--- src/rtl/pargen_pkg.sv ---
// Functional notes
// - Indirect RAM address joins page, column, row
// - Direct access: second word is address
// - Scratch window spans 040h to 04Fh
// - Long jumps load all 14 counter bits
// - In-page jump replaces low eight bits
// - Page-boundary jump lands on next page
// - Zero-page call loads six bits, clears rest
// - Table jump target from immediate, accumulator pair
// - Flag bit 8 writes accumulator pair
// - Flag bit 9 writes port latches
// - Table read leaves counter advancing normally
// - Program words are ten bits wide
package pargen_pkg;
  localparam int PC_W        = 14;
  localparam int RAM_AW      = 10;
  localparam int ROM_W       = 10;
  localparam int PAGE_BITS   = 6;
  localparam int OFFS_BITS   = 8;
  localparam int ZP_BITS     = 6;
  localparam int TBL_IMM_W   = 4;
  localparam int FLAG_ACC    = 8;
  localparam int FLAG_PORT   = 9;
  localparam logic [RAM_AW-1:0] SCRATCH_BASE = 10'h040;
  localparam logic [PC_W-1:0]   PC_RESET     = 14'h0000;
  localparam logic [OFFS_BITS-1:0] PAGE_LAST = 8'hFF;

  // Operation requested by the instruction decoder
  typedef enum logic [3:0] {
    PARGEN_NOP      = 4'h0,
    PARGEN_SEQ      = 4'h1,
    PARGEN_LJMP     = 4'h2,
    PARGEN_LBR      = 4'h3,
    PARGEN_LCALL    = 4'h4,
    PARGEN_PGJMP    = 4'h5,
    PARGEN_ZPCALL   = 4'h6,
    PARGEN_TBLJMP   = 4'h7,
    PARGEN_TBLREAD  = 4'h8,
    PARGEN_RAMIND   = 4'h9,
    PARGEN_RAMDIR   = 4'hA,
    PARGEN_SCRATCH  = 4'hB
  } pargen_op_t;
endpackage

--- src/rtl/pargen_ram_if.sv ---
`timescale 1ns/100ps
// RAM address request from the core to the RAM address former
interface pargen_ram_if;
  import pargen_pkg::*;
  logic [1:0]        mode;
  logic [3:0]        page_sel;
  logic [3:0]        col_sel;
  logic [1:0]        row_sel;
  logic [RAM_AW-1:0] dir_word;
  logic [3:0]        scr_idx;
  logic [RAM_AW-1:0] addr;
  modport core (output mode, page_sel, col_sel, row_sel, dir_word, scr_idx,
                input addr);
  modport gen  (input mode, page_sel, col_sel, row_sel, dir_word, scr_idx,
                output addr);
endinterface

--- src/rtl/pargen_ram_addr.sv ---
`timescale 1ns/100ps
// Combinational RAM address former for the three RAM modes
module pargen_ram_addr (
  pargen_ram_if.gen ram
);
  import pargen_pkg::*;

  wire [RAM_AW-1:0] ind_addr;
  wire [RAM_AW-1:0] scr_addr;

  // Indirect: page, column and row selects joined into ten bits
  assign ind_addr = {ram.page_sel, ram.col_sel, ram.row_sel};
  // Scratch window: sixteen words from the window base
  assign scr_addr = SCRATCH_BASE | {6'h00, ram.scr_idx};
  // Mode select: 0 indirect, 1 direct second word, 2 scratch
  assign ram.addr = (ram.mode == 2'h1) ? ram.dir_word :
                    (ram.mode == 2'h2) ? scr_addr : ind_addr;
endmodule

--- src/rtl/pargen_top.sv ---
`timescale 1ns/100ps
// Program counter and RAM address generation with table read routing
module pargen_top #(
  parameter int TBL_IMM_WIDTH = 4
) (
  input  wire logic                           sys_clk,
  input  wire logic                           rst,
  input  wire logic                           op_valid,
  input  wire pargen_pkg::pargen_op_t         op,
  input  wire logic [pargen_pkg::PC_W-1:0]    imm,
  input  wire logic [3:0]                     acc_in,
  input  wire logic [3:0]                     second_acc_in,
  input  wire logic [3:0]                     ram_page_sel,
  input  wire logic [3:0]                     ram_col_sel,
  input  wire logic [1:0]                     ram_row_sel,
  input  wire logic [pargen_pkg::RAM_AW-1:0]  ram_dir_word,
  input  wire logic [3:0]                     scratch_idx,
  input  wire logic [pargen_pkg::ROM_W-1:0]   table_word,
  output logic      [pargen_pkg::PC_W-1:0]    instr_counter,
  output logic      [pargen_pkg::PC_W-1:0]    table_addr,
  output logic      [pargen_pkg::RAM_AW-1:0]  ram_addr,
  output logic      [3:0]                     accumulator,
  output logic      [3:0]                     second_acc_reg,
  output logic      [3:0]                     port_one_latch,
  output logic      [3:0]                     port_two_latch,
  output logic                                acc_load,
  output logic                                port_load
);
  import pargen_pkg::*;

  initial begin
    if (TBL_IMM_WIDTH != TBL_IMM_W)
      $error("pargen_top: table immediate must be four bits");
  end

  pargen_ram_if ram_i ();

  wire              is_op;
  wire [PC_W-1:0]   pc_inc;
  wire [PAGE_BITS-1:0] dest_page;
  wire [PC_W-1:0]   pg_target;
  wire [PC_W-1:0]   zp_target;
  wire [PC_W-1:0]   tbl_target;
  wire              tbl_acc_hit;
  wire              tbl_port_hit;
  wire [1:0]        ram_mode;
  logic [PC_W-1:0]  next_instr_counter;

  assign is_op = op_valid;

  // Sequential fetch address
  assign pc_inc = instr_counter + 14'h0001;

  // Page of an in-page jump; a jump in the last word goes to the next page
  assign dest_page = (instr_counter[OFFS_BITS-1:0] == PAGE_LAST) ?
                     instr_counter[PC_W-1:OFFS_BITS] + 6'h01 :
                     instr_counter[PC_W-1:OFFS_BITS];
  assign pg_target = {dest_page, imm[OFFS_BITS-1:0]};

  // Zero-page call: six low bits loaded, eight high bits cleared
  assign zp_target = {8'h00, imm[ZP_BITS-1:0]};

  // Table address from four-bit immediate and the accumulator pair
  assign tbl_target = {2'h0, imm[TBL_IMM_W-1:0], second_acc_in,
                       acc_in};
  assign table_addr = tbl_target;

  // Flag bits of the fetched ten-bit table word steer the data
  assign tbl_acc_hit  = table_word[FLAG_ACC];
  assign tbl_port_hit = table_word[FLAG_PORT];

  // Next counter value per operation
  always_comb begin
    next_instr_counter = instr_counter;
    if (is_op) begin
      unique case (op)
        PARGEN_LJMP, PARGEN_LBR, PARGEN_LCALL:
          next_instr_counter = imm;
        PARGEN_PGJMP:   next_instr_counter = pg_target;
        PARGEN_ZPCALL:  next_instr_counter = zp_target;
        PARGEN_TBLJMP:  next_instr_counter = tbl_target;
        PARGEN_TBLREAD: next_instr_counter = pc_inc;
        PARGEN_NOP:     next_instr_counter = instr_counter;
        default:        next_instr_counter = pc_inc;
      endcase
    end
  end

  // Program counter register
  always_ff @(posedge sys_clk) begin
    if (rst)
      instr_counter <= PC_RESET;
    else
      instr_counter <= next_instr_counter;
  end

  // Table read routing into accumulator pair and port latches
  always_ff @(posedge sys_clk) begin
    if (rst) begin
      accumulator    <= 4'h0;
      second_acc_reg <= 4'h0;
      port_one_latch <= 4'h0;
      port_two_latch <= 4'h0;
      acc_load       <= 1'b0;
      port_load      <= 1'b0;
    end else begin
      acc_load  <= is_op && op == PARGEN_TBLREAD && tbl_acc_hit;
      port_load <= is_op && op == PARGEN_TBLREAD && tbl_port_hit;
      if (is_op && op == PARGEN_TBLREAD && tbl_acc_hit) begin
        accumulator    <= table_word[3:0];
        second_acc_reg <= table_word[7:4];
      end
      if (is_op && op == PARGEN_TBLREAD && tbl_port_hit) begin
        port_one_latch <= table_word[3:0];
        port_two_latch <= table_word[7:4];
      end
    end
  end

  // RAM addressing mode chosen by operation
  assign ram_mode = (op == PARGEN_RAMDIR)  ? 2'h1 :
                    (op == PARGEN_SCRATCH) ? 2'h2 : 2'h0;

  assign ram_i.mode     = ram_mode;
  assign ram_i.page_sel = ram_page_sel;
  assign ram_i.col_sel  = ram_col_sel;
  assign ram_i.row_sel  = ram_row_sel;
  assign ram_i.dir_word = ram_dir_word;
  assign ram_i.scr_idx  = scratch_idx;

  pargen_ram_addr u_ram (
    .ram (ram_i.gen)
  );

  // Registered RAM address
  always_ff @(posedge sys_clk) begin
    if (rst)
      ram_addr <= 10'h000;
    else if (is_op)
      ram_addr <= ram_i.addr;
  end
endmodule

--- config.mk ---
export PLATFORM = sky130hd
export DESIGN_NAME = pargen_top
export DESIGN_NICKNAME = d
export VERILOG_FILES = /design/src/rtl/pargen_pkg.sv /design/src/rtl/pargen_ram_if.sv /design/src/rtl/pargen_ram_addr.sv /design/src/rtl/pargen_top.sv
export SDC_FILE = /design/constraint.sdc
export NUM_CORES = 1
export LEC_CHECK = 0
export BUFFER_PORTS_ARGS = -buffer_cell sky130_fd_sc_hd__buf_2
export CAP_MARGIN = 20
export CORE_UTILIZATION = 25
export CTS_CLUSTER_SIZE = 16
export DETAILED_ROUTE_END_ITERATION = 16
export MAX_ROUTING_LAYER = met4
export SLEW_MARGIN = 5
export SYNTH_ARGS = -nofsm -noshare
export SYNTH_HDL_FRONTEND = slang
export SYNTH_SLANG_ARGS = --single-unit
--- constraint.sdc ---
create_clock -name sys_clk -period 2.18 [get_ports sys_clk]
set_input_delay 0.327 -clock sys_clk [delete_from_list [all_inputs] [get_ports sys_clk]]
set_output_delay 0.327 -clock sys_clk [all_outputs]
set_load 0.02 [all_outputs]
==> out/metrics.cfg <==
[run_status]
outcome = complete, no violations

[cells_and_area]
num-fill-cells = 1085
largest_register_ffs = 14
area_growth_pct = 27.5
top_register = instr_counter
postLayoutCoreUtil_pct = 33.2
largestRegisters = instr_counter x14, ram_addr x10
nNetsFinal = 481
drive_above_1_share_pct = 35.0

[power_and_ir_drop]
leakagePower_nw = 1.56
vdd_ir_drop_max_mv = 0.263
power.total_mw = 1.74
power.density_nw_per_um2 = 528

[yosys]
ys_top_cells_by_count = dfxtp_1 (42), nor2_1 (35), mux2i_1 (25), a21oi_1 (23), nand2_1 (22)
synthTopCellsByArea = dfxtp_1 (33%), mux2i_1 (9.7%), nor2_1 (5.1%), buf_4 (4.7%), a21oi_1 (4.5%)
async_flop_share_pct = 0
synth_edf_count = 0
synth_most_common_cell = dfxtp_1
yosysWarnings = 0
synth.distinct_cells = 57
synth_top_area_share_pct = 32.6
avgSynthCellArea_um2 = 8.14
synth_top_flop_cell = dfxtp_1
syn_inst = 317
synth_largest_area_cell = dfxtp_1
syn_area_um2 = 2580
synth_seq_cells = 42
seq_area_frac_synth_pct = 32.6

[place]
hpwl_um = 6050
place_congestion = 0.909
port_buffers = 116

[cts]
clock_path_buffers = 2
cts_setup_buffers = 0
clk_pin_slew_ns = 0.09
clkLatencyLatePin_ns = 0.29
clock-sinks = 42
cts_root_buffer = clkbuf_8
cts_made_buffers = 5
htree_levels = 2
cts.repair.resized = 0
cts-hold-fix-buffers = 0
cts_tree = built

[routing]
wl_per_cell_um = 14.4
antenna_left = 0
routed_wl_um = 7910
viasPerCell = 4.93
drt_iter0_drc = 119
first_pass_iters = 4
drc = 0
route.vias.total = 2719

[setup_path]
cp.arrival_ns = 2.14
crit_type = flop to flop
crit_fanout = 10
cp.required_ns = 2.37
crit_start = instr_counter[0]$_SDFFE_PP0P_
startpoint_type = flop
endpoint_kind = flop
r2r-start = instr_counter[0]$_SDFFE_PP0P_

[sta]
skew_ns = 0.00215
setup_viol = 0
max-slew-margin-rel_pct = 61.0
rsz0062_at_grt = no
drv_slew = 0
period_minus_slack_ns = 1.95
fin_crit_sh_pct = 89.2
finalSetupTns_ns = 0
fin_hold_ws_ns = 0.270
hold_violations = 0
fmax_mhz = 514
worst_pin_slew_ns = 0.579

[global_route]
grt_pass1_wl_um = 12900
grt_pass1_vias = 2563
overflow = 0
grt_max_degree = 26
grtUsageTotal_pct = 15.4
antenna_found_initial = 1

[hold_path]
hold_class = input pin to flop
min_from = table_word[5]

[floorplanning]
die_w_um = 104
coreArea_um2 = 9910
ios = 119
initial_utilization_pct = 26.0
dieArea_um2 = 10700
die_h_um = 104
rows = 36

[job]
max-cap-violations = 0

per-stage QoR:
stage                     std cells  cell area, um^2  setup WS, ns
after floorplan                 318             2580         0.316
after global placement          542             3200         0.330
after detailed placement        542             3200         0.263
after CTS                       550             3290         0.237
after global routing            551             3290        0.0548
final                           551             3290         0.235
worst max-delay path: stages, from the launching register on:
cell and delay (ns):
dfxtp_1 0.44, ha_1 0.25, nand3_2 0.16, nor3_4 0.35, o21ai_2 0.20, a21o_1 0.21
a32o_1 0.25
report_power, final:
part	internal, mW	total [mW]	switching (mW)
logic	0.159	0.391	0.232
registers	0.795	0.825	0.0293
clock network	0.227	0.523	0.296
total	1.18	1.74	0.557
layout make-up:
cell class / count / area (um^2) / area share, %
multi-input combinational: 228 / 1480 / 44.9
sequential: 42 / 841 / 25.6
timing repair buffer: 129 / 678 / 20.6
tap: 133 / 166 / 5.06
clock buffer: 6 / 72.6 / 2.21
inverter: 10 / 37.5 / 1.14
clock inverter: 2 / 13.8 / 0.418
antenna: 1 / 2.50 / 0.0760
worst paths after layout:
kind,end,slack [ns],cells after the start
worst max-delay path,instr_counter[9]$_SDFFE_PP0P_,0.23,6
worst min-delay path,second_acc_reg[1]$_SDFFE_PP0P_,0.27,3
worst max register to register,instr_counter[9]$_SDFFE_PP0P_,0.23,6
worst min register to register,ram_addr[6]$_SDFFE_PP0P_,0.48,2
cells in the final DEF, fill, tap and decap left out, types with 7 or more instances in the layout:
cell	synthesis	layout
nor3_1	7	7
nand2_1	22	22
nor3b_1	7	7
nand3_1	11	11
a21oi_1	23	23
a211oi_1	7	7
buf_4	16	13
mux2i_1	25	25
nor2_1	35	35
inv_1	10	10
o21ai_0	19	19
dfxtp_1	42	42
buf_2	13	116
routing by layer:
layer / global-route usage, % / vias up / part of all wire, %
met5: - / - / 0
met4: 5.28 / 0 / 1.8
met3: 3.52 / 10 / 7.2
met2: 24.3 / 120 / 46
met1: 19.4 / 1244 / 45
li1: - / 1345 / -
kinds of logic (layout without fill, tap and decap cells):
family                     after synthesis  in the layout  share of synthesized area, %
adders and majority gates                2              2                         0.970
buffers and inverters                   48            147                          10.2
DFF                                     42             42                          32.6
and+or+nand+nor                        108            108                          21.3
xor gates and xnor gates                 1              1                         0.340
other                                    1              3                         0.145
muxes                                   25             25                          9.70
AOI/OAI and AO/OA                       90             90                          24.7
No activity file was read; power rests on OpenSTA's default activity.
